[config.mk]
export PLATFORM = sky130hd
export DESIGN_NAME = hlg_core
export DESIGN_NICKNAME = d
export VERILOG_FILES = /design/src/logic/hlg_pkg.sv /design/src/logic/hlg_core.sv
export SDC_FILE = /design/constraint.sdc
export NUM_CORES = 1
export LEC_CHECK = 0
export BUFFER_PORTS_ARGS = -buffer_cell sky130_fd_sc_hd__buf_2
export CAP_MARGIN = 15
export CORE_UTILIZATION = 30
export DETAILED_ROUTE_END_ITERATION = 6
export GPL_ROUTABILITY_DRIVEN = 0
export PLACE_DENSITY_LB_ADDON = 0.25
export SLEW_MARGIN = 20
export SYNTH_ARGS = -nofsm -noshare
export SYNTH_HDL_FRONTEND = slang
export SYNTH_SLANG_ARGS = --single-unit
[constraint.sdc]
create_clock -name i_clk -period 12.6 [get_ports i_clk]
set_input_delay 1.26 -clock i_clk [delete_from_list [all_inputs] [get_ports i_clk]]
set_output_delay 1.26 -clock i_clk [all_outputs]
set_load 0.03 [all_outputs]
[src/logic/hlg_pkg.sv]
// Shared constants and carrier types for the headlight pin and self-test block.
// Assumes a single 10 MHz clock and an active-high asynchronous reset.
package hlg_pkg;

    // ------------------------------------------------------------
    // Widths and timing
    // ------------------------------------------------------------
    localparam int PWM_W = 16;
    localparam int PWM_CH = 3;
    localparam int HOST_PINS = 9;
    localparam int TEST_W = 8;
    localparam int CLK_HZ = 10000000;
    localparam int HB_HALF_US = 500;
    localparam int HB_HALF_CYC = (HB_HALF_US * (CLK_HZ / 1000000));
    localparam int SEQ_PERIOD_CYC = 1000;
    localparam int SMPL_OFFSET_CYC = 100;
    localparam int PTEST_SLOT_CYC = 64;
    localparam int NPTEST_CYC = 16;
    localparam int EE_ADDR_W = 14;

    // ------------------------------------------------------------
    // Reset values
    // ------------------------------------------------------------
    localparam logic [PWM_W-1:0] PWM_PERIOD_RST = 16'h00FF;
    localparam logic [PWM_W-1:0] PWM_DUTY_RST = 16'h0000;
    localparam logic [15:0] HB_HALF_RST = 16'h0000;

    // ------------------------------------------------------------
    // Modes and periodic test kinds
    // ------------------------------------------------------------
    typedef enum logic [1:0] {
        HLG_MODE_STANDBY,
        HLG_MODE_DISPLAY,
        HLG_MODE_CALIB
    } hlg_mode_t;

    typedef enum logic [1:0] {
        HLG_PT_LINK,
        HLG_PT_SRC_CLK,
        HLG_PT_SRC_ACTIVE,
        HLG_PT_CHECKSUM
    } hlg_ptest_t;

    typedef struct packed {
        logic [PWM_W-1:0] period;
        logic [PWM_W-1:0] duty;
    } hlg_pwm_cfg_t;

    typedef struct packed {
        logic [HOST_PINS-1:0] oe;
        logic [HOST_PINS-1:0] out;
    } hlg_host_pin_t;

    typedef struct packed {
        logic link_ok;
        logic src_clk_ok;
        logic src_active_ok;
        logic checksum_ok;
    } hlg_pstatus_t;

endpackage

[src/logic/hlg_core.sv]
// Headlight general pins, sequence strobes, heartbeat and self-test control.
// Assumes host commands arrive as one-cycle pulses on the system clock;
// monitored status, flash ready and EEPROM straps are synchronised here; the flash test and auto-display straps are not.

// Behaviour
// - Three programmable PWM outputs on pins 00, 02 and 17.
// - Drive sequence-start strobe on pin 01 to the companion chip.
// - Keep a periodic heartbeat toggling on pin 15 during operation.
// - Sequence-aligned sampling trigger on pin 18, enabled by configuration.
// - Pins 06-08 and 26-31 are host-controlled general pins.
// - Non-periodic tests only outside operation; power-up set from flash.
// - Host-started non-periodic tests accepted only in standby.
// - Periodic tests run almost continually in display mode, self-managed.
// - Periodic checks: link, source clock, pixels/lines, video checksum.
// - Calibration read from optional 64 or 128 Kb EEPROM instead of flash.
// - Enter standby by itself after power-up unless the flash auto-display strap selects display; mirrors parked, no source.
module hlg_core (
    input wire logic i_clk,
    input wire logic i_rst,
    input wire hlg_pkg::hlg_pwm_cfg_t i_pwm_cfg [hlg_pkg::PWM_CH],
    input wire logic i_pwm_load,
    input wire hlg_pkg::hlg_host_pin_t i_host_pin,
    input wire logic i_host_pin_load,
    input wire logic [hlg_pkg::HOST_PINS-1:0] i_host_pin_in,
    input wire logic i_cmd_display,
    input wire logic i_cmd_standby,
    input wire logic i_cmd_calib,
    input wire logic i_cmd_test,
    input wire logic [hlg_pkg::TEST_W-1:0] i_cmd_test_sel,
    input wire logic [hlg_pkg::TEST_W-1:0] i_flash_test_sel,
    input wire logic i_flash_auto_display,
    input wire logic i_flash_ready,
    input wire logic i_ee_present,
    input wire logic i_ee_128k,
    input wire logic i_smpl_en,
    input wire hlg_pkg::hlg_pstatus_t i_pstatus,
    input wire logic [hlg_pkg::TEST_W-1:0] i_nptest_fail,
    input wire logic i_err_clear,
    output logic [hlg_pkg::PWM_CH-1:0] o_lamp_pwm_out,
    output logic o_sequence_start_strobe,
    output logic o_heartbeat_pulse_out,
    output logic o_external_sample_trigger,
    output logic [hlg_pkg::HOST_PINS-1:0] o_host_pin_out,
    output logic [hlg_pkg::HOST_PINS-1:0] o_host_pin_oe,
    output logic [hlg_pkg::HOST_PINS-1:0] o_host_pin_in,
    output hlg_pkg::hlg_mode_t o_mode,
    output logic o_mirror_park,
    output logic o_test_busy,
    output logic o_cmd_rejected,
    output logic o_test_error,
    output logic [3:0] o_ptest_fail,
    output logic o_cal_from_eeprom,
    output logic [hlg_pkg::EE_ADDR_W-1:0] o_cal_addr_limit
);

    // ------------------------------------------------------------
    // Input synchronisers for asynchronous levels
    // ------------------------------------------------------------
    localparam int SW = 4 + hlg_pkg::HOST_PINS + 3;
    logic [SW-1:0] sync1_reg, sync2_reg;
    always_ff @(posedge i_clk or posedge i_rst) begin
        if (i_rst) begin
            sync1_reg <= '0;
            sync2_reg <= '0;
        end else begin
            sync1_reg <= {i_pstatus, i_host_pin_in, i_flash_ready,
                          i_ee_present, i_ee_128k};
            sync2_reg <= sync1_reg;
        end
    end
    hlg_pkg::hlg_pstatus_t pstat_s;
    logic flash_ready_s, ee_present_s, ee_128k_s;
    assign pstat_s = sync2_reg[SW-1 -: 4];
    assign o_host_pin_in = sync2_reg[3 +: hlg_pkg::HOST_PINS];
    assign flash_ready_s = sync2_reg[2];
    assign ee_present_s = sync2_reg[1];
    assign ee_128k_s = sync2_reg[0];

    // ------------------------------------------------------------
    // Mode and non-periodic test sequencer
    // ------------------------------------------------------------
    typedef enum logic [2:0] {
        ST_INIT, ST_INIT_TEST, ST_STANDBY, ST_NP_TEST, ST_DISPLAY, ST_CALIB
    } hlg_state_t;
    hlg_state_t st_reg, st_next;
    logic [7:0] np_cnt_reg, np_cnt_next;
    logic [hlg_pkg::TEST_W-1:0] np_sel_reg, np_sel_next;
    logic auto_disp_reg, auto_disp_next;
    logic rej_next;
    logic err_reg, err_next;
    logic np_done;
    logic pfail_any;

    assign np_done = (np_cnt_reg == 8'(hlg_pkg::NPTEST_CYC - 1));

    always_comb begin
        st_next = st_reg;
        np_cnt_next = np_cnt_reg;
        np_sel_next = np_sel_reg;
        auto_disp_next = auto_disp_reg;
        rej_next = 1'b0;
        err_next = err_reg;
        case (st_reg)
            ST_INIT: begin
                if (flash_ready_s) begin
                    np_sel_next = i_flash_test_sel;
                    auto_disp_next = i_flash_auto_display;
                    np_cnt_next = '0;
                    st_next = ST_INIT_TEST;
                end
            end
            ST_INIT_TEST, ST_NP_TEST: begin
                np_cnt_next = np_cnt_reg + 8'h01;
                if (np_done) begin
                    if ((i_nptest_fail & np_sel_reg) != '0) begin
                        err_next = 1'b1;
                    end
                    if (st_reg == ST_INIT_TEST && auto_disp_reg) begin
                        st_next = ST_DISPLAY;
                    end else begin
                        st_next = ST_STANDBY;
                    end
                end
            end
            ST_STANDBY: begin
                if (i_cmd_test) begin
                    np_sel_next = i_cmd_test_sel;
                    np_cnt_next = '0;
                    st_next = ST_NP_TEST;
                end else if (i_cmd_display) begin
                    st_next = ST_DISPLAY;
                end else if (i_cmd_calib) begin
                    st_next = ST_CALIB;
                end
            end
            ST_DISPLAY, ST_CALIB: begin
                rej_next = i_cmd_test;
                if (i_cmd_standby) begin
                    st_next = ST_STANDBY;
                end else if (st_reg == ST_DISPLAY && i_cmd_calib) begin
                    st_next = ST_CALIB;
                end else if (st_reg == ST_CALIB && i_cmd_display) begin
                    st_next = ST_DISPLAY;
                end
            end
            default: st_next = ST_INIT;
        endcase
        if (st_reg == ST_INIT_TEST || st_reg == ST_NP_TEST) begin
            rej_next = i_cmd_test;
        end
        // Set wins over clear
        if (i_err_clear) begin
            err_next = 1'b0;
        end
        if (pfail_any || (np_done && (st_reg == ST_INIT_TEST ||
            st_reg == ST_NP_TEST) && (i_nptest_fail & np_sel_reg) != '0)) begin
            err_next = 1'b1;
        end
    end

    always_ff @(posedge i_clk or posedge i_rst) begin
        if (i_rst) begin
            st_reg <= ST_INIT;
            np_cnt_reg <= '0;
            np_sel_reg <= '0;
            auto_disp_reg <= 1'b0;
            o_cmd_rejected <= 1'b0;
            err_reg <= 1'b0;
        end else begin
            st_reg <= st_next;
            np_cnt_reg <= np_cnt_next;
            np_sel_reg <= np_sel_next;
            auto_disp_reg <= auto_disp_next;
            o_cmd_rejected <= rej_next;
            err_reg <= err_next;
        end
    end

    logic running;
    assign running = (st_reg == ST_DISPLAY) || (st_reg == ST_CALIB);
    assign o_test_error = err_reg;
    assign o_test_busy = (st_reg == ST_INIT_TEST) || (st_reg == ST_NP_TEST);
    assign o_mirror_park = !running;
    always_comb begin
        case (st_reg)
            ST_DISPLAY: o_mode = hlg_pkg::HLG_MODE_DISPLAY;
            ST_CALIB: o_mode = hlg_pkg::HLG_MODE_CALIB;
            default: o_mode = hlg_pkg::HLG_MODE_STANDBY;
        endcase
    end

    // ------------------------------------------------------------
    // Periodic test rotation during display
    // ------------------------------------------------------------
    logic [6:0] pt_cnt_reg, pt_cnt_next;
    hlg_pkg::hlg_ptest_t pt_sel_reg, pt_sel_next;
    logic [3:0] pfail_reg, pfail_next;
    logic pt_bad;

    always_comb begin
        case (pt_sel_reg)
            hlg_pkg::HLG_PT_LINK: pt_bad = !pstat_s.link_ok;
            hlg_pkg::HLG_PT_SRC_CLK: pt_bad = !pstat_s.src_clk_ok;
            hlg_pkg::HLG_PT_SRC_ACTIVE: pt_bad = !pstat_s.src_active_ok;
            default: pt_bad = !pstat_s.checksum_ok;
        endcase
        pt_cnt_next = pt_cnt_reg;
        pt_sel_next = pt_sel_reg;
        pfail_next = pfail_reg;
        pfail_any = 1'b0;
        if (st_reg == ST_DISPLAY) begin
            if (pt_cnt_reg == 7'(hlg_pkg::PTEST_SLOT_CYC - 1)) begin
                pt_cnt_next = '0;
                pt_sel_next = hlg_pkg::hlg_ptest_t'(pt_sel_reg + 2'd1);
                if (pt_bad) begin
                    pfail_next[pt_sel_reg] = 1'b1;
                    pfail_any = 1'b1;
                end
            end else begin
                pt_cnt_next = pt_cnt_reg + 7'd1;
            end
        end
        if (i_err_clear && !pfail_any) begin
            pfail_next = '0;
        end
    end

    always_ff @(posedge i_clk or posedge i_rst) begin
        if (i_rst) begin
            pt_cnt_reg <= '0;
            pt_sel_reg <= hlg_pkg::HLG_PT_LINK;
            pfail_reg <= '0;
        end else begin
            pt_cnt_reg <= pt_cnt_next;
            pt_sel_reg <= pt_sel_next;
            pfail_reg <= pfail_next;
        end
    end
    assign o_ptest_fail = pfail_reg;

    // ------------------------------------------------------------
    // Sequence timing: start strobe, sample trigger, heartbeat
    // ------------------------------------------------------------
    logic [9:0] seq_cnt_reg, seq_cnt_next;
    logic strobe_reg, strobe_next, smpl_reg, smpl_next;
    logic [15:0] hb_cnt_reg, hb_cnt_next;
    logic hb_reg, hb_next;

    always_comb begin
        seq_cnt_next = seq_cnt_reg;
        strobe_next = 1'b0;
        smpl_next = 1'b0;
        if (running) begin
            if (seq_cnt_reg == 10'(hlg_pkg::SEQ_PERIOD_CYC - 1)) begin
                seq_cnt_next = '0;
            end else begin
                seq_cnt_next = seq_cnt_reg + 10'd1;
            end
            strobe_next = (seq_cnt_reg == '0);
            smpl_next = i_smpl_en &&
                (seq_cnt_reg == 10'(hlg_pkg::SMPL_OFFSET_CYC));
        end else begin
            seq_cnt_next = '0;
        end
        hb_next = hb_reg;
        if (hb_cnt_reg == 16'(hlg_pkg::HB_HALF_CYC - 1)) begin
            hb_cnt_next = hlg_pkg::HB_HALF_RST;
            hb_next = !hb_reg;
        end else begin
            hb_cnt_next = hb_cnt_reg + 16'd1;
        end
    end

    always_ff @(posedge i_clk or posedge i_rst) begin
        if (i_rst) begin
            seq_cnt_reg <= '0;
            strobe_reg <= 1'b0;
            smpl_reg <= 1'b0;
            hb_cnt_reg <= hlg_pkg::HB_HALF_RST;
            hb_reg <= 1'b0;
        end else begin
            seq_cnt_reg <= seq_cnt_next;
            strobe_reg <= strobe_next;
            smpl_reg <= smpl_next;
            hb_cnt_reg <= hb_cnt_next;
            hb_reg <= hb_next;
        end
    end
    assign o_sequence_start_strobe = strobe_reg;
    assign o_external_sample_trigger = smpl_reg;
    assign o_heartbeat_pulse_out = hb_reg;

    // ------------------------------------------------------------
    // PWM channels
    // ------------------------------------------------------------
    genvar g;
    generate
        for (g = 0; g < hlg_pkg::PWM_CH; g++) begin : g_pwm
            hlg_pkg::hlg_pwm_cfg_t cfg_reg, cfg_next;
            logic [hlg_pkg::PWM_W-1:0] cnt_reg, cnt_next;
            logic out_reg, out_next;
            always_comb begin
                cfg_next = i_pwm_load ? i_pwm_cfg[g] : cfg_reg;
                if (cnt_reg >= cfg_reg.period) begin
                    cnt_next = '0;
                end else begin
                    cnt_next = cnt_reg + 16'h0001;
                end
                out_next = (cnt_reg < cfg_reg.duty);
            end
            always_ff @(posedge i_clk or posedge i_rst) begin
                if (i_rst) begin
                    cfg_reg <= {hlg_pkg::PWM_PERIOD_RST, hlg_pkg::PWM_DUTY_RST};
                    cnt_reg <= '0;
                    out_reg <= 1'b0;
                end else begin
                    cfg_reg <= cfg_next;
                    cnt_reg <= cnt_next;
                    out_reg <= out_next;
                end
            end
            assign o_lamp_pwm_out[g] = out_reg;
        end
    endgenerate

    // ------------------------------------------------------------
    // Host pins and calibration source
    // ------------------------------------------------------------
    hlg_pkg::hlg_host_pin_t hp_reg, hp_next;
    logic cal_ee_reg, cal_ee_next;
    always_comb begin
        hp_next = i_host_pin_load ? i_host_pin : hp_reg;
        cal_ee_next = ee_present_s;
    end
    always_ff @(posedge i_clk or posedge i_rst) begin
        if (i_rst) begin
            hp_reg <= '0;
            cal_ee_reg <= 1'b0;
        end else begin
            hp_reg <= hp_next;
            cal_ee_reg <= cal_ee_next;
        end
    end
    assign o_host_pin_out = hp_reg.out;
    assign o_host_pin_oe = hp_reg.oe;
    assign o_cal_from_eeprom = cal_ee_reg;
    // 64 Kb is 8 KB, 128 Kb is 16 KB
    assign o_cal_addr_limit = ee_128k_s ? 14'h3FFF : 14'h1FFF;

endmodule

==> flow_metrics.tcl, run 1 <==
set metrics [dict create \
    die_h_um 208 \
    ys.flop_type "dfrtp_1" \
    synth-edff-count 0 \
    worstHoldStart "sync1_reg[15]" \
    overflow 0 \
    placed_area_um2 14200 \
    hold_buffers 0 \
    gr-usage-all-layers_pct 13.3 \
    via_per_inst 4.53 \
    wl_um 28500 \
    start_kind "flip-flop" \
    critPathCaptureType "output pin" \
    avgSynthCellArea_um2 10.1 \
    io_pins 223 \
    cap_violations 0 \
    synth_compound_area_share_pct 9.79 \
    layout.cells.most_common "dfrtp_1" \
    cts.path.max_buffers 3 \
    core_region_area_um2 41900 \
    power.leakage_nw 7.53 \
    reg2reg_depth 5 \
    dieArea_um2 43400 \
    setup_viol 0 \
    r2r_slack_ns 10.17 \
    fmax_mhz 307 \
    num_vias 9211 \
    min_path_cells 0 \
    cts_tree "built" \
    dr.pass1.iters 6 \
    instances_no_fill 2035 \
    grt_pass1_wl_um 47200 \
    clock-sinks 262 \
    hold_class "flip-flop to flip-flop" \
    first_iter_violations 473 \
    synthAdderAreaFrac_pct 10.4 \
    clock-root-buffer "clkbuf_16" \
    largest_reg_flops 96 \
    yosys.area_share.xor_xnor_pct 4.60 \
    clock_latency_ns 0.56 \
    top_usage_layer "met2" \
    synth-simple-area-share_pct 14.1 \
    use_met1_pct 18.6 \
    drv_slew 0 \
    netlist_area_um2 12800 \
    syn_inst 1267 \
    tightest_slew_ns 0.967 \
    cts-buffers-inserted 31 \
    mostFrequentLayoutCells "238 x dfrtp_1, 208 x buf_2, 163 x nand2_1" \
    use_met2_pct 20.9 \
    r2r_start "st_reg[0]" \
    crit_start "st_reg[0]" \
    cp.arrival_ns 2.00 \
    cp_data_required_time_ns 11.34 \
    p_per_area_nw_per_um2 161 \
    dp_cells 1974 \
    finalCritPeriodShare_pct 25.9 \
    synth_top_family_by_area "simple AND/OR/NAND/NOR gates" \
    fillers 4262 \
    grt_setup_unrepaired "false" \
    status "completed" \
    cp_max_fo 11 \
    final-seq-area_um2 6590 \
    ir_drop_mv 0.0957 \
    nets 1739 \
    start_util_pct 30.4 \
    yosysWarnings 0 \
    final_hold_viol_count 0 \
    seq_area_frac_synth_pct 51.6 \
    postCtsSetupBuffers 0 \
    tns_ns 0 \
    antenna_found_initial 5 \
    synth_cell_types 63 \
    fin_skew_ns 0.00827 \
    grt_max_degree 110 \
    multiInputGateArea_um2 5430 \
    cts-resized-gates 0 \
    use_met3_pct 2.73 \
    port_buffers 209 \
    layout-drive-gt1-share_pct 21.6 \
    htreeDepth 1 \
    ant_nets 0 \
    synth_mux_area_share_pct 3.32 \
    place_ws_ns 9.36 \
    rows 75 \
    fin_area_um2 15400 \
    async_reset_ff_share_pct 100 \
    path_class "flip-flop to output pin" \
    drc 0 \
    area_growth_pct 20.4 \
    finalPower_mw 2.47 \
    endpoint "o_mode[0]" \
    wire_per_inst_um 14.0 \
    reg2reg_to "st_reg[1]" \
    ys_ff_latch 262 \
    period_needed_ns 3.26 \
    dp_hpwl_um 20900 \
    max-slew-margin-rel_pct 35.6 \
    path_clk_slew_ns 0.06 \
    worst_slack_ns 9.34 \
    die_width_um 208 \
    grt_pass1_vias 9031 \
]
-- kinds of logic after synthesis --
| logic type | after synthesis |
|---|---|
| buf+inv | 179 |
| other cells | 1 |
| fa+ha+maj | 106 |
| xor+xnor | 67 |
| compound gates | 220 |
| mux | 39 |
| simple gates | 393 |
| flops | 262 |
-- routing by layer --
metal | vias to the layer above | wire (um)
met2 | 170 | 12800
met4 | 4 | 462
li1 | 4629 | -
met5 | - | 25
met3 | 42 | 1430
met1 | 4366 | 13800
-- cells in the mapped netlist, types with 2 or more instances --
master | n | area [um^2]
o22ai_1 | 3 | 18.8
o21ai_0 | 120 | 601
clkinv_1 | 2 | 7.51
clkbuf_1 | 26 | 97.6
and4_1 | 4 | 35.0
nand2_1 | 163 | 612
nand3b_1 | 2 | 15.0
xnor2_1 | 34 | 298
a221o_1 | 5 | 50.1
a211oi_1 | 4 | 30.0
nor2b_1 | 4 | 25.0
nand2b_1 | 12 | 75.1
nor3_1 | 8 | 40.0
a2111oi_0 | 5 | 43.8
mux2i_1 | 12 | 120
and3_1 | 19 | 119
buf_4 | 28 | 210
o211ai_1 | 2 | 15.0
inv_1 | 119 | 447
ha_1 | 106 | 1330
a21o_1 | 9 | 67.6
or4_1 | 2 | 15.0
dfrtp_1 | 238 | 5960
a22oi_1 | 3 | 22.5
nor4_1 | 6 | 37.5
nand4_1 | 16 | 100
a31oi_1 | 2 | 12.5
xor2_1 | 33 | 289
mux2_2 | 27 | 304
buf_2 | 3 | 15.0
nand3_1 | 39 | 195
a21oi_1 | 52 | 260
nor2_1 | 105 | 394
a22o_1 | 2 | 17.5
dfstp_2 | 24 | 631
-- worst max-delay path, cell delays in order (launching register included) --
cell      delay [ns]
dfrtp_1         0.57
clkinv_1        0.35
and3_1          0.32
buf_2           0.21
-- worst min path at each step --
| stage | to | slack (ns) |
|---|---|---|
| detailed placement | sync2_reg[15] | 0.33 |
| global placement | sync2_reg[13] | 0.33 |
| floorplan | o_cal_from_eeprom | 0.33 |
| finish | sync2_reg[15] | 0.35 |
| CTS | sync2_reg[15] | 0.35 |
| global route | sync2_reg[15] | 0.35 |
-- through the flow --
step / utilization (%) / hold slack, ns
after global placement: 34.0 / 0.332
after detailed placement: 34.0 / 0.335
after global routing: 36.6 / 0.354
after floorplan: - / 0.331
final: 36.6 / 0.347
after CTS: 36.6 / 0.348
-- where the power goes --
part | switching (mW) | total, mW | leakage (nW) | internal [mW]
combinational | 0.269 | 0.471 | 3.79 | 0.202
sequential | 0.0954 | 1.04 | 3.20 | 0.949
clock | 0.352 | 0.958 | 0.532 | 0.605
total | 0.717 | 2.47 | 7.53 | 1.76
-- area by class of cell --
| type | instances | area share [%] |
|---|---|---|
| timing repair buffer | 214 | 7.10 |
| clock inverter | 8 | 1.11 |
| sequential | 262 | 42.9 |
| tap | 539 | 4.39 |
| multi-input combinational | 838 | 35.4 |
| antenna | 4 | 0.0652 |
| clock buffer | 49 | 6.08 |
| inverter | 121 | 3.01 |
(Power assumes the default switching activity.)
==> run 2, diff against run 1 <==
==> constraint.sdc (replaced) <==
create_clock -name i_clk -period 2.7 [get_ports i_clk]
set_input_delay 0.27 -clock i_clk [delete_from_list [all_inputs] [get_ports i_clk]]
set_output_delay 0.27 -clock i_clk [all_outputs]
set_load 0.03 [all_outputs]
==> run 2 against run 1 <==
  * Clock skew grew 0.0071 ns
  * First-iteration DRC count grew 5.7%
  * Global-route usage rose by 1.3 points
  * Count of clock-buffer cells in the layout grew 3
  * Utilization increased by 3.7 points
  * Critical endpoint is now o_test_busy
  * Die area unchanged
  * Sequential cell count did not move
  * Critical path depth did not move
  * Worst hold slack worse by 0.28 ns
  * Routed wire length up 7.2%
  * Register-to-register slack got worse by 9.6 ns
  * Total power rose to 4.9 times the previous value
==> flow_metrics.tcl, run 2 (synthesis results as in run 1) <==
set metrics [dict create \
    reg2reg_to "g_pwm[0].out_reg" \
    num_vias 9719 \
    worst_slack_ns 0.466 \
    first_iter_violations 500 \
    crit_start "st_reg[2]" \
    clock-sinks 262 \
    layout.cells.most_common "dfrtp_1" \
    die_h_um 208 \
    fmax_mhz 448 \
    area_growth_pct 32.4 \
    htreeDepth 2 \
    path_cells "nand2b_1 -> clkinv_1 -> buf_2" \
    drc 0 \
    fin_area_um2 16900 \
    power_frac_clock_pct 39.8 \
    clock_latency_ns 0.53 \
    p_int_mw 8.52 \
    path_clk_slew_ns 0.06 \
    final_hold_viol_count 0 \
    pwr-share-seq_pct 40.6 \
    dieArea_um2 43400 \
    final_core_utilization_pct 40.3 \
    cp_data_required_time_ns 2.43 \
    rows 75 \
    antenna_found_initial 1 \
    r2r_slack_ns 0.55 \
    dr.pass1.iters 5 \
    endpoint "o_test_busy" \
    p_per_area_nw_per_um2 715 \
    hold_class "primary input to flip-flop" \
    cp.arrival_ns 1.96 \
    cap_violations 0 \
    fillers 4126 \
    clock-root-buffer "clkbuf_16" \
    grt_pass1_wl_um 51000 \
    place_ws_ns 0.410 \
    status "completed" \
    cts-buffers-inserted 35 \
    dp_cells 1983 \
    grt_setup_unrepaired "false" \
    holdWs_ns 0.0629 \
    wire_per_inst_um 14.0 \
    core_region_area_um2 41900 \
    tightest_slew_ns 0.755 \
    overflow 0 \
    port_buffers 209 \
    p_sw_share_pct 29.4 \
    reg2reg_depth 6 \
    dp_hpwl_um 21100 \
    via_per_inst 4.46 \
    r2r_start "g_pwm[0].cnt_reg[9]" \
    finalPower_mw 12.1 \
    gr-usage-all-layers_pct 14.6 \
    grt_max_degree 113 \
    start_kind "flip-flop" \
    power.leakage_nw 8.19 \
    period_needed_ns 2.23 \
    postCtsSetupBuffers 0 \
    cp_slowest_cell "dfrtp_1" \
    mostFrequentLayoutCells "238 x dfrtp_1, 208 x buf_2, 163 x nand2_1" \
    p_sw_mw 3.55 \
    setup_viol 0 \
    crit_path_max_incr_delay_ns 0.54 \
    critPathCaptureType "output pin" \
    start_util_pct 30.4 \
    tns_ns 0 \
    path_class "flip-flop to output pin" \
    drv_slew 0 \
    fin_skew_ns 0.0154 \
    largest_reg_flops 96 \
    cts.path.max_buffers 3 \
    ant_nets 0 \
    finalCritPeriodShare_pct 82.7 \
    layout-drive-gt1-share_pct 20.7 \
    cts_tree "built" \
    wl_um 30600 \
    instances_no_fill 2180 \
    combinationalPowerShare_pct 19.6 \
    die_width_um 208 \
    io_pins 223 \
    grt_pass1_vias 10000 \
    ir_drop_mv 0.314 \
    cp_max_fo 11 \
    placed_area_um2 14400 \
    nets 1885 \
    max-slew-margin-rel_pct 48.3 \
]
-- run 2: cell count changes in the layout (fill, tap and decap cells not counted), sizes merged --
cell,before,now
inv,119,118
clkinvlp,2,4
buf,214,223
dlygate4sd3,0,133
bufinv,5,3
clkinv,3,7
clkbuf,49,52
diode,4,1
-- run 2: timing repair --
item	CTS	global route
resized for setup	0	0
endpoints found under the hold margin	274	0
hold buffers	133	0
-- run 2: worst min path at each step --
| stage | from | to | slack (ns) | cells past startpoint |
|---|---|---|---|---|
| after global placement | sync1_reg[8] | sync2_reg[8] | 0.33 | 0 |
| after floorplan | i_ee_128k | sync1_reg[0] | 0.30 | 0 |
| after detailed placement | sync1_reg[0] | sync2_reg[0] | 0.33 | 0 |
| final | i_cmd_test_sel[0] | np_sel_reg[0] | 0.06 | 3 |
| after global routing | i_flash_test_sel[3] | np_sel_reg[3] | 0.04 | 3 |
| after CTS | i_cmd_test_sel[0] | np_sel_reg[0] | 0.02 | 3 |
-- run 2: power by group through the flow --
| stage | sequential, mW | clock (mW) | combinational (mW) |
|---|---|---|---|
| 6_report | 4.90 | 4.81 | 2.37 |
| 5_1_grt | 4.98 | 5.17 | 2.77 |
| 2_1_floorplan | 4.86 | 0 | 1.67 |
| 4_1_cts | 4.90 | 5.01 | 2.41 |
| 3_5_place_dp | 4.96 | 0 | 2.25 |
| 3_3_place_gp | 4.95 | 0 | 2.18 |
-- run 2: routing by layer --
layer,track usage (%),share of wire [%],up-vias
met1,19.1,47,4574
met4,4.50,2.4,0
met5,0,0,-
met3,3.65,4.3,51
li1,-,-,4921
met2,23.5,46,173
-- run 2: cell type report --
type                            count  area (um^2)  area share [%]
Multi-Input combinational cell    838         5430            32.2
Antenna cell                        1         2.50          0.0148
Sequential cell                   262         6590            39.0
Clock inverter                     11          141           0.837
Timing Repair Buffer              356         2530            15.0
Clock buffer                       52         1060            6.29
Tap cell                          539          674            3.99
Inverter                          121          458            2.71
-- run 2: critical path, delay by kind of cell, from the launching register on --
kind          cells  cell delay, ns
buf+inv           2            0.64
flops             1            0.54
simple gates      1            0.26
